--- src/rtl/txcp_pkg.sv ---
// txcp_pkg: constants for the transmit buffer command parser
// assumes: 32-bit fifo words, apb register access at 25 MHz
package txcp_pkg;
	// command a fields
	localparam int A_OFS_LSB = 16;
	localparam int A_FIRST_BIT = 13;
	localparam int A_LAST_BIT = 12;
	localparam int SIZE_MSB = 10;
	// command b fields, command a used-bit mask
	localparam int B_CSUM_BIT = 14;
	localparam logic [31:0] B_CMP_MASK = 32'hffffbfff;
	localparam logic [31:0] A_USED_MASK = 32'h00033fff;
	// register offsets
	localparam logic [11:0] REG_STATUS = 12'h000;
	localparam logic [11:0] REG_MASK = 12'h004;
	localparam logic [11:0] REG_CTRL = 12'h008;
	localparam logic [11:0] REG_LAST_A = 12'h00c;
	localparam logic [11:0] REG_LAST_B = 12'h010;
	localparam logic [11:0] REG_COUNT = 12'h014;
	// status bits
	localparam int ST_TXE = 0;
	localparam int ST_BMIS = 1;
	localparam int ST_LEN = 2;
	localparam int ST_SUM = 3;
	localparam int ST_DONE = 4;
	localparam int ST_W = 5;
	localparam logic [ST_W-1:0] MASK_RST = 5'h00;
	localparam logic [31:0] RDZERO = 32'h00000000;
	typedef enum logic [1:0] {
		TXCP_CMDA,
		TXCP_CMDB,
		TXCP_DATA
	} txcp_state_t;
endpackage : txcp_pkg

--- src/rtl/txcp_lane.sv ---
// txcp_lane: byte enables for one payload word
// assumes: caller supplies start lane and bytes still owed by the buffer
`timescale 1ns/1ps
`default_nettype none
module txcp_lane (
	// word position
	input wire logic first_word_i,
	input wire logic [1:0] offset_i,
	// bytes remaining in buffer payload
	input wire logic [10:0] remain_i,
	// result
	output logic [3:0] be_o,
	output logic [2:0] nbytes_o
);
	logic [2:0] avail;
	logic [1:0] start;
	always_comb begin
		start = first_word_i ? offset_i : 2'h0;
		avail = 3'h4 - {1'b0, start};
		// filler past the payload end is never enabled
		nbytes_o = (remain_i < {8'h00, avail}) ? remain_i[2:0] : avail;
		be_o = 4'h0;
		for (int i = 0; i < 4; i++) begin
			if ((3'(i) >= {1'b0, start}) && (3'(i) < ({1'b0, start} + nbytes_o))) begin
				be_o[i] = 1'b1;
			end
		end
	end
endmodule : txcp_lane
`default_nettype wire

--- src/rtl/txcp_parser.sv ---
// txcp_parser: parses two-word commands heading each tx buffer, checks lengths
// assumes: fifo word stream with valid/ready, mac sink with valid/ready, apb slave
`timescale 1ns/1ps
`default_nettype none
module txcp_parser #(
	parameter int LEN_W = 11
) (
	// clock and reset
	input wire logic mclk_i,
	input wire logic rst_b_i,
	// fifo read side
	input wire logic [31:0] fifo_data_i,
	input wire logic fifo_valid_i,
	output logic fifo_ready_o,
	// mac transmit interface
	output logic [31:0] mac_data_o,
	output logic [3:0] mac_be_o,
	output logic mac_valid_o,
	output logic mac_first_o,
	output logic mac_last_o,
	output logic mac_csum_o,
	input wire logic mac_ready_i,
	// apb slave
	input wire logic psel_i,
	input wire logic penable_i,
	input wire logic pwrite_i,
	input wire logic [11:0] paddr_i,
	input wire logic [31:0] pwdata_i,
	output logic [31:0] prdata_o,
	output logic pready_o,
	output logic pslverr_o,
	// events
	output logic transmitter_error_flag_o,
	output logic irq_o
);
	localparam int ST_W_L = txcp_pkg::ST_W;
	txcp_pkg::txcp_state_t state;
	logic [31:0] cmd_a;
	logic [31:0] cmd_b;
	logic [31:0] frame_b;
	logic in_frame;
	logic [LEN_W-1:0] remain;
	logic [LEN_W-1:0] byte_cnt;
	logic [LEN_W-1:0] size_sum;
	logic first_word;
	logic [ST_W_L-1:0] status;
	logic [ST_W_L-1:0] irq_mask;
	logic csum_engine_en;
	logic out_full;
	logic [3:0] lane_be;
	logic [2:0] lane_n;
	logic take;
	logic data_take;
	logic close_now;
	logic b_mismatch;
	logic len_bad;
	logic sum_bad;
	logic [LEN_W-1:0] next_cnt;
	logic [LEN_W-1:0] next_sum;
	logic [ST_W_L-1:0] ev;
	logic apb_wr;

	function automatic logic [LEN_W-1:0] fld_len(input logic [31:0] w);
		fld_len = LEN_W'(w[txcp_pkg::SIZE_MSB:0]);
	endfunction : fld_len

	// decoded fields of the current command a
	logic [1:0] a_ofs;
	logic a_first;
	logic a_last;
	assign a_ofs = cmd_a[txcp_pkg::A_OFS_LSB +: 2];
	assign a_first = cmd_a[txcp_pkg::A_FIRST_BIT];
	assign a_last = cmd_a[txcp_pkg::A_LAST_BIT];

	txcp_lane u_lane (
		.first_word_i(first_word),
		.offset_i(a_ofs),
		.remain_i(11'(remain)),
		.be_o(lane_be),
		.nbytes_o(lane_n)
	);

	// one output stage; stalls the fifo only in TXCP_DATA while the mac holds off
	assign fifo_ready_o = (state != txcp_pkg::TXCP_DATA) || !out_full || mac_ready_i;
	assign take = fifo_valid_i && fifo_ready_o;
	assign data_take = take && (state == txcp_pkg::TXCP_DATA);
	assign close_now = data_take && (remain <= LEN_W'(lane_n)) && a_last;
	assign next_cnt = byte_cnt + LEN_W'(lane_n);
	// compare masked command b against the one held for the frame
	assign b_mismatch = in_frame && !(cmd_a[txcp_pkg::A_FIRST_BIT]) &&
		((fifo_data_i & txcp_pkg::B_CMP_MASK) != (frame_b & txcp_pkg::B_CMP_MASK));
	assign len_bad = close_now && (next_cnt != fld_len(frame_b));
	assign sum_bad = close_now && (size_sum != fld_len(frame_b));

	// command word walk: a, b, then payload from the third word
	always_ff @(posedge mclk_i or negedge rst_b_i) begin
		if (!rst_b_i) begin
			state <= txcp_pkg::TXCP_CMDA;
		end else if (take) begin
			case (state)
				txcp_pkg::TXCP_CMDA: state <= txcp_pkg::TXCP_CMDB;
				txcp_pkg::TXCP_CMDB: begin
					// zero-size buffer carries no payload words
					state <= (fld_len(cmd_a) == '0) ? txcp_pkg::TXCP_CMDA : txcp_pkg::TXCP_DATA;
				end
				txcp_pkg::TXCP_DATA: begin
					if (remain <= LEN_W'(lane_n)) begin
						state <= txcp_pkg::TXCP_CMDA;
					end
				end
				default: state <= txcp_pkg::TXCP_CMDA;
			endcase
		end
	end

	always_ff @(posedge mclk_i or negedge rst_b_i) begin
		if (!rst_b_i) begin
			cmd_a <= txcp_pkg::RDZERO;
			cmd_b <= txcp_pkg::RDZERO;
		end else if (take && state == txcp_pkg::TXCP_CMDA) begin
			cmd_a <= fifo_data_i & txcp_pkg::A_USED_MASK;
		end else if (take && state == txcp_pkg::TXCP_CMDB) begin
			cmd_b <= fifo_data_i;
		end
	end

	// payload bytes still owed by the current buffer
	always_ff @(posedge mclk_i or negedge rst_b_i) begin
		if (!rst_b_i) begin
			remain <= '0;
			first_word <= 1'b0;
		end else if (take && state == txcp_pkg::TXCP_CMDB) begin
			remain <= fld_len(cmd_a);
			first_word <= 1'b1;
		end else if (data_take) begin
			remain <= (remain <= LEN_W'(lane_n)) ? '0 : remain - LEN_W'(lane_n);
			first_word <= 1'b0;
		end
	end

	// frame accumulation: size sum, byte count, reference command b
	always_ff @(posedge mclk_i or negedge rst_b_i) begin
		if (!rst_b_i) begin
			in_frame <= 1'b0;
			frame_b <= txcp_pkg::RDZERO;
			size_sum <= '0;
			byte_cnt <= '0;
		end else if (take && state == txcp_pkg::TXCP_CMDB) begin
			if (a_first) begin
				in_frame <= 1'b1;
				frame_b <= fifo_data_i;
				size_sum <= fld_len(cmd_a);
				byte_cnt <= '0;
			end else begin
				size_sum <= size_sum + fld_len(cmd_a);
			end
		end else if (data_take) begin
			byte_cnt <= next_cnt;
			if (close_now) begin
				in_frame <= 1'b0;
			end
		end else if (take && state == txcp_pkg::TXCP_CMDA && fifo_data_i[txcp_pkg::A_LAST_BIT]
			&& fld_len(fifo_data_i) == '0) begin
			in_frame <= in_frame;
		end
	end

	// output stage toward the mac
	always_ff @(posedge mclk_i or negedge rst_b_i) begin
		if (!rst_b_i) begin
			out_full <= 1'b0;
			mac_data_o <= txcp_pkg::RDZERO;
			mac_be_o <= 4'h0;
			mac_first_o <= 1'b0;
			mac_last_o <= 1'b0;
			mac_csum_o <= 1'b0;
		end else if (data_take) begin
			out_full <= 1'b1;
			mac_data_o <= fifo_data_i;
			mac_be_o <= lane_be;
			// first payload word of the frame, even when the first buffer is empty
			mac_first_o <= (byte_cnt == '0);
			mac_last_o <= close_now;
			// request held from the first buffer's command b
			mac_csum_o <= (byte_cnt == '0) && csum_engine_en
				&& frame_b[txcp_pkg::B_CSUM_BIT];
		end else if (mac_ready_i) begin
			out_full <= 1'b0;
		end
	end
	assign mac_valid_o = out_full;

	// events, sticky status, mask
	always_comb begin
		ev = '0;
		ev[txcp_pkg::ST_BMIS] = take && state == txcp_pkg::TXCP_CMDB && b_mismatch;
		ev[txcp_pkg::ST_LEN] = len_bad;
		ev[txcp_pkg::ST_SUM] = sum_bad;
		ev[txcp_pkg::ST_TXE] = ev[txcp_pkg::ST_BMIS] | len_bad | sum_bad;
		ev[txcp_pkg::ST_DONE] = close_now;
	end

	assign apb_wr = psel_i && penable_i && pwrite_i;

	always_ff @(posedge mclk_i or negedge rst_b_i) begin
		if (!rst_b_i) begin
			status <= '0;
		end else begin
			// set wins over a same-cycle clear
			if (apb_wr && paddr_i == txcp_pkg::REG_STATUS) begin
				status <= (status & ~pwdata_i[ST_W_L-1:0]) | ev;
			end else begin
				status <= status | ev;
			end
		end
	end

	always_ff @(posedge mclk_i or negedge rst_b_i) begin
		if (!rst_b_i) begin
			irq_mask <= txcp_pkg::MASK_RST;
			csum_engine_en <= 1'b0;
		end else if (apb_wr && paddr_i == txcp_pkg::REG_MASK) begin
			irq_mask <= pwdata_i[ST_W_L-1:0];
		end else if (apb_wr && paddr_i == txcp_pkg::REG_CTRL) begin
			csum_engine_en <= pwdata_i[0];
		end
	end

	assign transmitter_error_flag_o = status[txcp_pkg::ST_TXE];
	assign irq_o = |(status & irq_mask);

	// zero-wait apb; unmapped reads return zero with an error
	assign pready_o = 1'b1;
	always_comb begin
		prdata_o = txcp_pkg::RDZERO;
		pslverr_o = 1'b0;
		case (paddr_i)
			txcp_pkg::REG_STATUS: prdata_o = {27'h0000000, status};
			txcp_pkg::REG_MASK: prdata_o = {27'h0000000, irq_mask};
			txcp_pkg::REG_CTRL: prdata_o = {31'h00000000, csum_engine_en};
			txcp_pkg::REG_LAST_A: prdata_o = cmd_a;
			txcp_pkg::REG_LAST_B: prdata_o = cmd_b;
			txcp_pkg::REG_COUNT: prdata_o = {5'h00, 5'(0), size_sum, byte_cnt};
			default: pslverr_o = psel_i && penable_i;
		endcase
	end
endmodule : txcp_parser
`default_nettype wire

--- config.mk ---
export PLATFORM = sky130hd
export DESIGN_NAME = txcp_parser
export DESIGN_NICKNAME = d
export VERILOG_FILES = /design/src/rtl/txcp_pkg.sv /design/src/rtl/txcp_lane.sv /design/src/rtl/txcp_parser.sv
export SDC_FILE = /design/constraint.sdc
export NUM_CORES = 1
export LEC_CHECK = 0
export BUFFER_PORTS_ARGS = -buffer_cell sky130_fd_sc_hd__buf_4
export CORE_ASPECT_RATIO = 1.5
export CORE_MARGIN = 2
export CORE_UTILIZATION = 50
export CTS_CLUSTER_DIAMETER = 60
export CTS_CLUSTER_SIZE = 20
export DETAILED_ROUTE_END_ITERATION = 8
export PLACE_DENSITY_LB_ADDON = 0.12
export SLEW_MARGIN = 20
export SYNTH_ARGS = -nofsm -noshare
export SYNTH_HDL_FRONTEND = slang
export SYNTH_SLANG_ARGS = --single-unit
--- constraint.sdc ---
create_clock -name mclk_i -period 12.4 [get_ports mclk_i]
set_input_delay 1.24 -clock mclk_i [delete_from_list [all_inputs] [get_ports mclk_i]]
set_output_delay 1.24 -clock mclk_i [all_outputs]
set_load 0.05 [all_outputs]
Yosys cells after proc, flatten, opt, wreduce, memory -nomap -nowiden
Cells that the tools add are included.

storage, ports and cells
  bits in registers = 168
  input port bits = 83
  output and inout bits = 77
  logic and storage cells = 121

operators by class
  $add $sub $neg = 5
  magnitude comparators = 9
  equal/unequal tests = 13
  multiplexer cells = 27
  bitwise operators = 9
  reduce and logical (&&, ||, !) cells = 40

operators by type and width
  kind                                                        count
  one-hot mux 32 bit (6 select lines)                         1
  two-way mux 11 bit                                          7
  inequality test 31 bit                                      1
  equality test 12 x 4 -> 1 bit (second input constant)       2
  equality test 12 x 5 -> 1 bit (second input constant)       2
  logical NOT 11 bit                                          2
  inequality test 11 bit                                      2
  logical AND 1 bit                                           21
  two-way mux 1 bit                                           13
  equality test 12 x 3 -> 1 bit (second input constant)       1
  logical NOT 12 bit                                          1
  adder 11 bit                                                1
  adder 11 x 3 -> 11 bit                                      1
  less-or-equal comparator 11 x 3 -> 1 bit                    1
  less-than comparator 11 x 3 -> 1 bit                        1
  subtractor 11 x 3 -> 11 bit                                 1
  bitwise AND 5 bit                                           2
  OR 5 bit                                                    2
  AND reduction 2 bit                                         5
  less-than comparator 1 x 3 -> 1 bit (first input constant)  2
  less-than comparator 2 x 3 -> 1 bit (first input constant)  2
  two-way mux 2 bit                                           3
  one-hot mux 2 bit (3 select lines)                          1
  nonzero test 2 bit                                          3
  other kinds (19)                                            25

Longest topological paths before layout
Gate-level depths: netlist of run 1.

  word-level depth = 12
  depth in mapped cells = 20
  depth with buffers taken out = 18

Cells and area by module
From an unflattened synthesis of run 1, not the netlist that was laid out.

unflattened totals
  cells, all modules = 938
  area total of the unflattened synthesis = 8958.6 µm²

modules (own cells, without submodules)
  module       instances  cells each  area an instance (µm²)
  txcp_parser  1          912         8723.4
  txcp_lane    1          26          235.2

Least setup slack after synthesis of run 1
No wires, ideal clock.

  kind = input to output
  start point = input port paddr_i[7]
  end point = output port prdata_o[3]
  arrival time = 2961 ps
  slack = 8199 ps
  stages = 7
  path through = nor4_1 > nand3_1 > nor4_1 > clkbuf_1 > nand2_1 > o21ai_0 > a221o_1

on the way
  word-level cells in the longest chain between the ends = 2
  elaborated cells between the ends (all ways) = 7

RTL lines
  element                                                      RTL line            source
  start: declaration                                           txcp_parser.sv:27   input wire logic [11:0] paddr_i,
  equality test 12 x 5 -> 1 bit, or another cell as far along  txcp_parser.sv:237  case (paddr_i)
  one-hot mux 32 bit (6 select lines) *                        txcp_parser.sv:237
  end: declaration                                             txcp_parser.sv:29   output logic [31:0] prdata_o,

Mark *: on every way between the ends. The rest lies on a longest branch, timed or not.

Final worst setup path of run 1
  start point = register cmd_a[16]
  end point = register status[0]

on the way
  word-level cells in the longest chain between the ends = 12
  elaborated cells between the ends (all ways) = 16

RTL lines
  element                                                                         RTL line                                source
  start: declaration                                                              txcp_parser.sv:38                       logic [31:0] cmd_a;
  start signal: assignment                                                        txcp_parser.sv:118                      cmd_a <= txcp_pkg::RDZERO;
  start signal: assignment                                                        txcp_parser.sv:121                      cmd_a <= fifo_data_i & txcp_pkg::A_USED_MASK;
  two-way mux 2 bit *                                                             txcp_lane.sv:18                         start = first_word_i ? offset_i : 2'h0;
  subtractor 3 x 2 -> 3 bit *                                                     txcp_lane.sv:19                         avail = 3'h4 - {1'b0, start};
  less-than comparator 11 x 3 -> 1 bit                                            txcp_lane.sv:21                         nbytes_o = (remain_i < {8'h00, avail}) ? remain_i[2:0] : avail;
  two-way mux 3 bit *                                                             txcp_lane.sv:21
  parallel branches: the longest is 5 deep, another holds adder 11 x 3 -> 11 bit  --
  OR 1 bit *                                                                      txcp_parser.sv:199                      ev[txcp_pkg::ST_TXE] = ev[txcp_pkg::ST_BMIS] | len_bad | sum_bad;
  OR 5 bit (on tied branches)                                                     txcp_parser.sv:213, txcp_parser.sv:211
  two-way mux 5 bit *                                                             txcp_parser.sv:210                      if (apb_wr && paddr_i == txcp_pkg::REG_STATUS) begin
  end signal: assignment                                                          txcp_parser.sv:211                      status <= (status & ~pwdata_i[ST_W_L-1:0]) | ev;
  end signal: assignment                                                          txcp_parser.sv:213                      status <= status | ev;
  end: declaration                                                                txcp_parser.sv:46                       logic [ST_W_L-1:0] status;

Every way passes the cells marked *.
A chain may end at the register's enable or synchronous reset.

==> results.sh, run 1 <==
export IMPL_max_stage_delay_ns=0.53
export IMPL_die_w_um=113
export IMPL_ys_seq_elements=168
export IMPL_holdCritPathClass="flop to flop"
export IMPL_syn_to_final_growth_pct=19.0
export IMPL_setup_viol=0
export IMPL_busiest_layer="met2"
export IMPL_cts_root_buf="clkbuf_16"
export IMPL_tns_ns=0
export IMPL_clk_pin_slew_worst_paths_ns=0.06
export IMPL_core_area_um2=17800
export IMPL_die_h_um=168
export IMPL_r2r_cells=18
export IMPL_grt_use_met3=0.0464
export IMPL_seq_area_um2=4200
export IMPL_path_delay_family="compound AO/OA/AOI/OAI gates"
export IMPL_critPathKind="flop to flop"
export IMPL_numPortBuffers=131
export IMPL_regToRegStartpoint="cmd_a[16]"
export IMPL_grt_util_met2=0.466
export IMPL_drt_iter0_drc=624
export IMPL_die_area_um2=19100
export IMPL_min_to="cmd_b[31]"
export IMPL_critPathBufInv=4
export IMPL_maxCapViolations=0
export IMPL_ios=160
export IMPL_initial_core_util=0.505
export IMPL_cts_hold_buf=0
export IMPL_finalWeightedCongestion=0.943
export IMPL_r2r_setup_slack_ns=7.69
export IMPL_cp_max_fo=17
export IMPL_endpoint_kind="flop"
export IMPL_grt_max_degree=96
export IMPL_fillers=1603
export IMPL_grt_pass1_vias=7076
export IMPL_drive_above_1_share=0.225
export IMPL_n_antenna_cell=0
export IMPL_cts_repair_resized=0
export IMPL_postSynthCellCount=960
export IMPL_overflow=0
export IMPL_ys_types=63
export IMPL_worstReg2RegEnd="status[0]"
export IMPL_fmax_mhz=212
export IMPL_vias=7327
export IMPL_cts_tree="yes"
export IMPL_drcViolationCount=0
export IMPL_fin_nets=1175
export IMPL_post_route_min_period_ns=4.71
export IMPL_cts_sinks=168
export IMPL_wire_per_inst_um=19.1
export IMPL_whs_path_depth=2
export IMPL_rows=60
export IMPL_cellLeakagePower_nw=5.21
export IMPL_synthArstFlopShare=1.00
export IMPL_worstPathRequired_ns=12.77
export IMPL_max_slew_margin=0.325
export IMPL_grt_pass1_wl_um=39600
export IMPL_final_common_cell="nand2_1"
export IMPL_syn_nets=1068
export IMPL_cts_setup_buffers=0
export IMPL_power_density_nw_per_um2=268
export IMPL_clockBufferDepth=2
export IMPL_drt_pass1_iter_count=6
export IMPL_synth_avg_cell_area_um2=9.36
export IMPL_crit_chain="nand2_1 -> inv_1 -> ha_1 -> inv_1 -> ha_1 -> a21oi_1 -> o211ai_4 -> o21ai_0 -> buf_4 -> inv_1 -> ha_1 -> nor2b_1 -> o21a_1 -> o21ai_0 -> and2_1 -> nand3_1 -> a31oi_1 -> a2111o_1"
export IMPL_period_share=0.380
export IMPL_hold_viol=0
export IMPL_synth_ff_type="dfrtp_1"
export IMPL_htree_levels=4
export IMPL_slowest_stage="and2_1"
export IMPL_synth_edf_count=0
export IMPL_finClkSkew_ns=0.00743
export IMPL_dp_hpwl_um=17400
export IMPL_track_usage=0.271
export IMPL_instances_no_fill=1297
export IMPL_dp_cells=1265
export IMPL_viasPerCell=5.65
export IMPL_status="finished, final reports clean"
export IMPL_final_cell_mix="nand2_1 (256), dfrtp_1 (168), buf_4 (139)"
export IMPL_multi_input_area_um2=4480
export IMPL_hp_start="cmd_b[31]"
export IMPL_vdd_drop_max_mv=0.171
export IMPL_cts_buffers=17
export IMPL_yosysSeqAreaShare=0.468
export IMPL_worstMarginPinSlew_ns=1.01
export IMPL_clock_latency_ns=0.43
export IMPL_ys_warn_count=0
export IMPL_synth_area_um2=8990
export IMPL_rsz0062_at_grt="no"
export IMPL_ant_nets=0
export IMPL_wl_um=24800
export IMPL_cp_arrival_ns=5.08
export IMPL_start_kind="flop"
export IMPL_slew_violations=0
export IMPL_grtUsageMet1=0.341
export IMPL_antenna_found_initial=0
==> state kept, by name (all words and copies together) (netlist names), 2 cells and up <==
name,count
cmd_b,32
frame_b,32
mac_data_o,32
cmd_a,16
byte_cnt,11
remain,11
size_sum,11
irq_mask,5
status,5
mac_be_o,4
state,2
==> metrics by stage <==
step	hold slack [ns]	instance area [µm²]	setup WS (ns)	total power, mW	util
floorplan	0.437	8990	8.20	1.97	-
global placement	0.450	10100	7.77	2.34	0.570
detailed placement	0.454	10100	7.72	2.37	0.570
CTS	0.471	10700	7.70	2.88	0.601
global route	0.495	10700	7.39	3.07	0.601
finish	0.471	10700	7.69	2.86	0.601
==> worst max path at each step <==
stage / startpoint / end / slack, ns / depth (start not counted)
detailed placement: cmd_a[17] / status[0] / 7.72 / 18
floorplan: paddr_i[7] / prdata_o[3] / 8.20 / 7
global placement: cmd_a[17] / status[0] / 7.77 / 18
CTS: cmd_a[17] / status[0] / 7.70 / 18
finish: cmd_a[16] / status[0] / 7.69 / 18
global route: cmd_a[16] / status[0] / 7.39 / 18
==> power breakdown <==
group	switching, mW	leakage [nW]	total (mW)	internal (mW)
Clock	0.230	0.263	0.505	0.275
Sequential	0.266	2.09	1.05	0.784
Combinational	0.780	2.85	1.31	0.530
Total	1.28	5.21	2.86	1.59
==> Yosys cell counts (18+ instances only) <==
master,number,area (µm²)
mux2_2,52,586
nor3_1,18,90.1
a21oi_1,35,175
nand3_1,19,95.1
nor2_1,34,128
nand2_1,256,961
xnor2_1,36,315
inv_1,34,128
dfrtp_1,168,4200
ha_1,21,263
xor2_1,28,245
nor4_1,18,113
o21ai_0,43,215
clkbuf_1,43,161
==> routing by layer <==
metal | vias to the layer above | share of wire
met5 | - | 0
met2 | 229 | 0.50
met4 | 0 | 0.034
met1 | 3545 | 0.41
li1 | 3503 | -
met3 | 50 | 0.053
==> logic make-up after synthesis <==
family                     after synthesis  synth area share
adders and majority gates               25            0.0382
AOI/OAI and AO/OA                      152             0.114
xor gates and xnor gates                64            0.0624
buffers and inverters                   86            0.0379
muxes                                   62            0.0791
other                                    1          0.000417
and+or+nand+nor                        402             0.201
DFF                                    168             0.468
==> layout make-up <==
cell class / instances / area share
Clock buffer: 21 / 0.0440
Timing Repair Buffer: 140 / 0.0986
Inverter: 34 / 0.0119
Clock inverter: 11 / 0.00819
Tap cell: 217 / 0.0254
Multi-Input combinational cell: 706 / 0.419
Sequential cell: 168 / 0.393
==> worst reg2reg max path, delay by kind of cell, from the launching register on <==
kind            cells  cell delay [ns]
flops               1             0.48
compound gates      7             1.67
fa+ha+maj           3             0.83
simple gates        4             1.27
buf+inv             4             0.40
Note: power is estimated with default switching activity, not from simulation.
==> inputs of run 2 (changes only) <==
--- a/config.mk
+++ b/config.mk
@@ -5,6 +5,7 @@
 export SDC_FILE = /design/constraint.sdc
 export NUM_CORES = 1
 export LEC_CHECK = 0
+export ABC_AREA = 1
 export BUFFER_PORTS_ARGS = -buffer_cell sky130_fd_sc_hd__buf_4
 export CORE_ASPECT_RATIO = 1.5
 export CORE_MARGIN = 2
==> constraint.sdc (replaced) <==
create_clock -name mclk_i -period 4.1 [get_ports mclk_i]
set_input_delay 0.41 -clock mclk_i [delete_from_list [all_inputs] [get_ports mclk_i]]
set_output_delay 0.41 -clock mclk_i [all_outputs]
set_load 0.05 [all_outputs]
==> run 2 against run 1 <==
Net effect:
- flip-flop and latch count did not move
- sequential power rose to 2.9 times the previous value
- worst hold slack got worse by 0.41 ns
- sequential share of layout area fell by 0.56 points
- critical path depth rose by 2
- register-to-register slack got worse by 7.3 ns
- synthesized area rose by 1.5%
- first-iteration DRC count fell by 16%
- power rose to 3.0 times the previous value
- critical endpoint unchanged
- largest cell class is now sequential cells
==> results.sh, run 2 <==
export IMPL_status="finished, final reports clean"
export IMPL_die_w_um=114
export IMPL_clock_latency_ns=0.44
export IMPL_fillers=1711
export IMPL_synth_fa_ha_area_frac=0.0376
export IMPL_ios=160
export IMPL_critPathBufInv=3
export IMPL_die_area_um2=19400
export IMPL_synth_top_area_share=0.461
export IMPL_final_cell_mix="nand2_1 (316), dfrtp_1 (168), inv_1 (158)"
export IMPL_clockBufferDepth=2
export IMPL_vdd_drop_max_mv=0.565
export IMPL_finalWeightedCongestion=0.928
export IMPL_synth_xor_area_frac=0.0422
export IMPL_overflow=0
export IMPL_antenna_found_initial=0
export IMPL_worstMarginPinSlew_ns=0.922
export IMPL_drive_above_1_share=0.154
export IMPL_setup_slack_ns=0.379
export IMPL_setup_viol=0
export IMPL_postSynthCellCount=1159
export IMPL_core_area_um2=17900
export IMPL_syn_to_final_growth_pct=18.9
export IMPL_fmax_mhz=269
export IMPL_holdCritPathClass="primary input to async pin"
export IMPL_r2r_cells=20
export IMPL_slew_violations=0
export IMPL_start_kind="flop"
export IMPL_cts_tree="yes"
export IMPL_synthArstFlopShare=1.00
export IMPL_synth_edf_count=0
export IMPL_critPathKind="flop to flop"
export IMPL_grt_max_degree=99
export IMPL_ant_nets=0
export IMPL_max_slew_margin=0.385
export IMPL_htree_levels=4
export IMPL_cp_arrival_ns=4.04
export IMPL_instances_no_fill=1509
export IMPL_cellLeakagePower_nw=5.56
export IMPL_viasPerCell=5.40
export IMPL_numPortBuffers=131
export IMPL_cts_sinks=168
export IMPL_cts_buffers=17
export IMPL_cp_max_fo=5
export IMPL_whs_ns=0.0595
export IMPL_synth_commonest_cells="nand2_1 (317), dfrtp_1 (168), inv_1 (158), o21ai_0 (124), nor2_1 (57)"
export IMPL_drt_pass1_iter_count=5
export IMPL_reg_top3="cmd_b x32, frame_b x32, mac_data_o x32"
export IMPL_synth_ff_type="dfrtp_1"
export IMPL_cts_repair_resized=0
export IMPL_path_delay_family="simple AND/OR/NAND/NOR gates"
export IMPL_synth_area_um2=9120
export IMPL_power_density_nw_per_um2=786
export IMPL_wire_per_inst_um=17.1
export IMPL_wl_um=25700
export IMPL_critPathLaunch="cmd_a[17]"
export IMPL_crit_chain="nand2_1 -> inv_1 -> ha_1 -> inv_1 -> ha_1 -> nand2_1 -> o21a_1 -> nand2_2 -> o21ai_0 -> buf_4 -> fa_1 -> xor2_1 -> nor2_1 -> nand2_1 -> nor2_1 -> nand3_1 -> nor2_1 -> nand2_1 -> nand2_1 -> nand2_1"
export IMPL_cts_setup_buffers=0
export IMPL_tns_ns=0
export IMPL_rows=60
export IMPL_synth_avg_cell_area_um2=7.87
export IMPL_syn_nets=1267
export IMPL_place_ws_ns=0.422
export IMPL_r2r_setup_slack_ns=0.38
export IMPL_endpoint_kind="flop"
export IMPL_period_share=0.908
export IMPL_final_common_cell="nand2_1"
export IMPL_ys_warn_count=0
export IMPL_fin_nets=1388
export IMPL_synth_top_area_cell="dfrtp_1"
export IMPL_clk_pin_slew_worst_paths_ns=0.07
export IMPL_synth_compound_area_frac=0.148
export IMPL_synth_top_family_by_area="simple AND/OR/NAND/NOR gates"
export IMPL_post_route_min_period_ns=3.72
export IMPL_worstReg2RegEnd="status[0]"
export IMPL_path_depth=20
export IMPL_grt_pass1_wl_um=41300
export IMPL_max_stage_delay_ns=0.45
export IMPL_rsz0062_at_grt="no"
export IMPL_drcViolationCount=0
export IMPL_grt_pass1_vias=7884
export IMPL_ys_types=46
export IMPL_initial_core_util=0.509
export IMPL_synth_mux_area_frac=0.00110
export IMPL_maxCapViolations=0
export IMPL_slowest_stage="fa_1"
export IMPL_endpoint="status[0]"
export IMPL_yosysSeqAreaShare=0.461
export IMPL_vias=8147
export IMPL_die_h_um=169
export IMPL_synth_top_cells_by_area="dfrtp_1 (46%), nand2_1 (13%), o21ai_0 (6.8%), inv_1 (6.5%), nand3_1 (3.1%)"
export IMPL_synth_most_common_cell="nand2_1"
export IMPL_dp_hpwl_um=19200
export IMPL_cp_common_cell="nand2_1"
export IMPL_synth_simple_area_share=0.223
export IMPL_dp_cells=1478
export IMPL_drt_iter0_drc=523
export IMPL_track_usage=0.277
export IMPL_hold_viol=0
export IMPL_cts_root_buf="clkbuf_16"
export IMPL_n_antenna_cell=0
export IMPL_cts_hold_buf=0
export IMPL_ys_seq_elements=168
export IMPL_finClkSkew_ns=0.0108
export IMPL_regToRegStartpoint="cmd_a[17]"
export IMPL_worstPathRequired_ns=4.42
run 2: where the power goes:
part | switching, mW | internal [mW] | total, mW | leakage, nW
combinational | 2.63 | 1.35 | 3.98 | 3.19
sequential | 0.620 | 2.39 | 3.01 | 2.10
clock | 0.727 | 0.812 | 1.54 | 0.275
run 2: final cells by class:
class / count / area (µm²) / share of cell area
Inverter: 163 / 612 / 0.0564
Tap cell: 217 / 272 / 0.0250
Multi-Input combinational cell: 789 / 4140 / 0.381
Timing Repair Buffer: 141 / 1070 / 0.0991
Clock buffer: 19 / 443 / 0.0408
Clock inverter: 12 / 109 / 0.0100
Sequential cell: 168 / 4200 / 0.387
run 2: kinds of logic (layout without fill, tap and decap cells):
| kind of cell | after synthesis | in the layout |
|---|---|---|
| AND/OR/NAND/NOR | 480 | 480 |
| adder cells (fa/ha/maj) | 25 | 25 |
| buffers and inverters | 202 | 335 |
| flip-flops | 168 | 168 |
| AO/OA/AOI/OAI | 238 | 238 |
| multiplexers | 1 | 1 |
| other | 1 | 1 |
| XOR/XNOR | 44 | 44 |
run 2: metrics by stage:
stage | cell area [µm²] | util | power [mW]
floorplan | 9120 | - | 5.81
global placement | 10300 | 0.574 | 6.91
detailed placement | 10300 | 0.574 | 7.00
CTS | 10800 | 0.604 | 8.55
global route | 10800 | 0.605 | 9.18
finish | 10800 | 0.605 | 8.53
run 2: worst min-delay path by stage:
| stage | slack, ns | startpoint | endpoint | depth (start not counted) |
|---|---|---|---|---|
| CTS | 0.12 | rst_b_i | mac_be_o[3] | 1 |
| global route | 0.17 | rst_b_i | mac_be_o[3] | 1 |
| finish | 0.06 | rst_b_i | remain[1] | 1 |
| floorplan | 0.11 | rst_b_i | byte_cnt[0] | 0 |
| global placement | 0.47 | remain[7] | remain[7] | 2 |
| detailed placement | 0.47 | remain[7] | remain[7] | 2 |
run 2: layer usage:
metal	track usage	vias to the layer above	share of wire
li1	-	3998	-
met4	0.112	0	0.034
met5	0	-	0
met2	0.485	282	0.51
met3	0.0521	57	0.057
met1	0.333	3810	0.39
==> inputs of run 3 (changes only) <==
--- a/config.mk
+++ b/config.mk
@@ -9,7 +9,7 @@
 export BUFFER_PORTS_ARGS = -buffer_cell sky130_fd_sc_hd__buf_4
 export CORE_ASPECT_RATIO = 1.5
 export CORE_MARGIN = 2
-export CORE_UTILIZATION = 50
+export CORE_UTILIZATION = 51
 export CTS_CLUSTER_DIAMETER = 60
 export CTS_CLUSTER_SIZE = 20
 export DETAILED_ROUTE_END_ITERATION = 8
==> constraint.sdc (replaced) <==
create_clock -name mclk_i -period 4.1 [get_ports mclk_i]
set_input_delay 0.205 -clock mclk_i [delete_from_list [all_inputs] [get_ports mclk_i]]
set_output_delay 0.205 -clock mclk_i [all_outputs]
set_load 0.05 [all_outputs]
==> run 3 against run 2 <==
Net effect:
- the run now ends with design-rule violations left
- via count grew 0.17%
- worst hold slack worse by 0.056 ns
- die area down 1.9%
- largest power group unchanged
- highest routed layer unchanged
==> results.sh, run 3 (synthesis results as in run 2) <==
export IMPL_core_area_um2=17400
export IMPL_vdd_drop_max_mv=0.542
export IMPL_holdCritPathClass="primary input to flop"
export IMPL_clock_latency_ns=0.43
export IMPL_worstReg2RegEnd="status[2]"
export IMPL_syn_to_final_growth_pct=19.7
export IMPL_r2r_cells=25
export IMPL_worstMarginPinSlew_ns=0.941
export IMPL_clk_pin_slew_worst_paths_ns=0.08
export IMPL_htree_levels=4
export IMPL_multi_input_area_um2=4130
export IMPL_wire_per_inst_um=17.2
export IMPL_numPortBuffers=131
export IMPL_grt_pass1_wl_um=41600
export IMPL_cts_sinks=168
export IMPL_cts_repair_resized=0
export IMPL_tns_ns=0
export IMPL_cp_max_fo=9
export IMPL_wl_um=26000
export IMPL_drcViolationCount=12
export IMPL_fillers=1581
export IMPL_rsz0062_at_grt="no"
export IMPL_cts_buffers=17
export IMPL_grt_max_degree=110
export IMPL_fmax_mhz=274
export IMPL_clockBufferDepth=2
export IMPL_ant_nets=0
export IMPL_violations="design-rule violations"
export IMPL_grt_pass1_vias=8059
export IMPL_dp_hpwl_um=19200
export IMPL_reg_top3="cmd_b x32, frame_b x32, mac_data_o x32"
export IMPL_max_slew_margin=0.370
export IMPL_status="complete, but fails checks"
export IMPL_final_util=0.627
export IMPL_critPathLaunch="cmd_a[17]"
export IMPL_worstPathRequired_ns=4.42
export IMPL_endpoint_kind="flop"
export IMPL_hold_viol=0
export IMPL_setup_viol=0
export IMPL_drive_above_1_share=0.153
export IMPL_cts_root_buf="clkbuf_16"
export IMPL_finClkSkew_ns=0.0110
export IMPL_viasPerCell=5.42
export IMPL_regToRegStartpoint="cmd_a[17]"
export IMPL_vias=8161
export IMPL_maxCapViolations=0
export IMPL_n_antenna_cell=0
export IMPL_rows=59
export IMPL_slew_violations=0
export IMPL_r2r_setup_slack_ns=0.45
export IMPL_endpoint="status[2]"
export IMPL_cts_tree="yes"
export IMPL_seq_area_um2=4200
export IMPL_die_w_um=113
export IMPL_final_cell_mix="nand2_1 (316), dfrtp_1 (168), inv_1 (158)"
export IMPL_cp_arrival_ns=3.96
export IMPL_drt_pass1_iter_count=7
export IMPL_cellLeakagePower_nw=5.59
export IMPL_critPathKind="flop to flop"
export IMPL_antenna_found_initial=0
export IMPL_start_kind="flop"
export IMPL_initial_core_util=0.524
export IMPL_overflow=0
export IMPL_finalWeightedCongestion=0.912
export IMPL_final_common_cell="nand2_1"
export IMPL_drt_iter0_drc=574
export IMPL_die_h_um=168
export IMPL_ios=160
export IMPL_die_area_um2=19000
export IMPL_track_usage=0.281
export IMPL_post_route_min_period_ns=3.65
export IMPL_power_density_nw_per_um2=796
export IMPL_fin_nets=1389
export IMPL_period_share=0.889
-- run 3: cell types whose count changed in the layout (fill, tap and decap cells not counted), sizes merged --
cell,change
buf,-3
clkinv,+1
dlygate4sd3,+3
inv,-2
clkinvlp,+2
bufinv,+1
-- run 3: how the worst min path moves through the flow --
stage	start	endpoint	slack, ns	cells after the start
after floorplan	rst_b_i	byte_cnt[0]	-0.09	0
after global placement	fifo_valid_i	state[0]	0.41	2
after global routing	fifo_data_i[24]	cmd_b[24]	0.007	3
after detailed placement	rst_b_i	mac_be_o[0]	0.43	1
after CTS	fifo_data_i[7]	cmd_b[7]	0.002	3
final	fifo_data_i[7]	cmd_b[7]	0.003	3
-- run 3: stage by stage --
| step | instance area, µm² | hold WS (ns) | std cells | total power, mW | worst slack [ns] |
|---|---|---|---|---|---|
| detailed placement | 10300 | 0.425 | 1472 | 7.03 | 0.488 |
| CTS | 10900 | 0.00152 | 1507 | 8.71 | 0.466 |
| global placement | 10300 | 0.412 | 1472 | 6.93 | 0.573 |
| finish | 10900 | 0.00347 | 1507 | 8.70 | 0.455 |
| global route | 10900 | 0.00741 | 1507 | 9.34 | 0.184 |
| floorplan | 9120 | -0.0906 | 1159 | 5.81 | 0.784 |
-- run 3: what timing repair did --
item,CTS,global route
setup endpoints to repair,0,0
endpoints found under the hold margin,108,0
hold buffers,3,0
setup buffers,0,0
-- run 3: worst max-delay path, cell delays in order (launching register included) --
cell	delay, ns
dfrtp_1	0.39
nand2_1	0.16
inv_1	0.11
ha_1	0.31
inv_1	0.05
ha_1	0.26
nand2_1	0.06
o21a_1	0.15
nand2_2	0.08
nand2_1	0.07
o21ai_0	0.07
buf_4	0.15
ha_1	0.23
fa_1	0.39
nand2_1	0.11
nand2_2	0.15
nand3_1	0.14
nand2_1	0.09
nand2_1	0.07
nand2_1	0.05
nor2_1	0.10
nand2_1	0.06
nor2_1	0.08
nand2_1	0.06
nand2_1	0.07
nand2_1	0.05
-- run 3: layout make-up --
cell class	count	area share
clock buffers	18	0.0402
clock inverters	14	0.0166
inverters	163	0.0560
multi-input cells	789	0.378
flip-flops and latches	168	0.385
well taps	213	0.0244
repair buffers	142	0.100
-- run 3: report_power, final --
group,internal [mW],total [mW],switching (mW)
clock network,0.894,1.66,0.764
logic,1.36,4.02,2.66
registers,2.38,3.01,0.630
total,4.64,8.70,4.06
-- run 3: routing by layer --
metal / track usage / share of wire / vias to the layer above
met2: 0.486 / 0.51 / 310
met3: 0.0490 / 0.059 / 63
li1: - / - / 4003
met1: 0.345 / 0.39 / 3785
met4: 0.119 / 0.040 / 0
met5: 0 / 0 / -
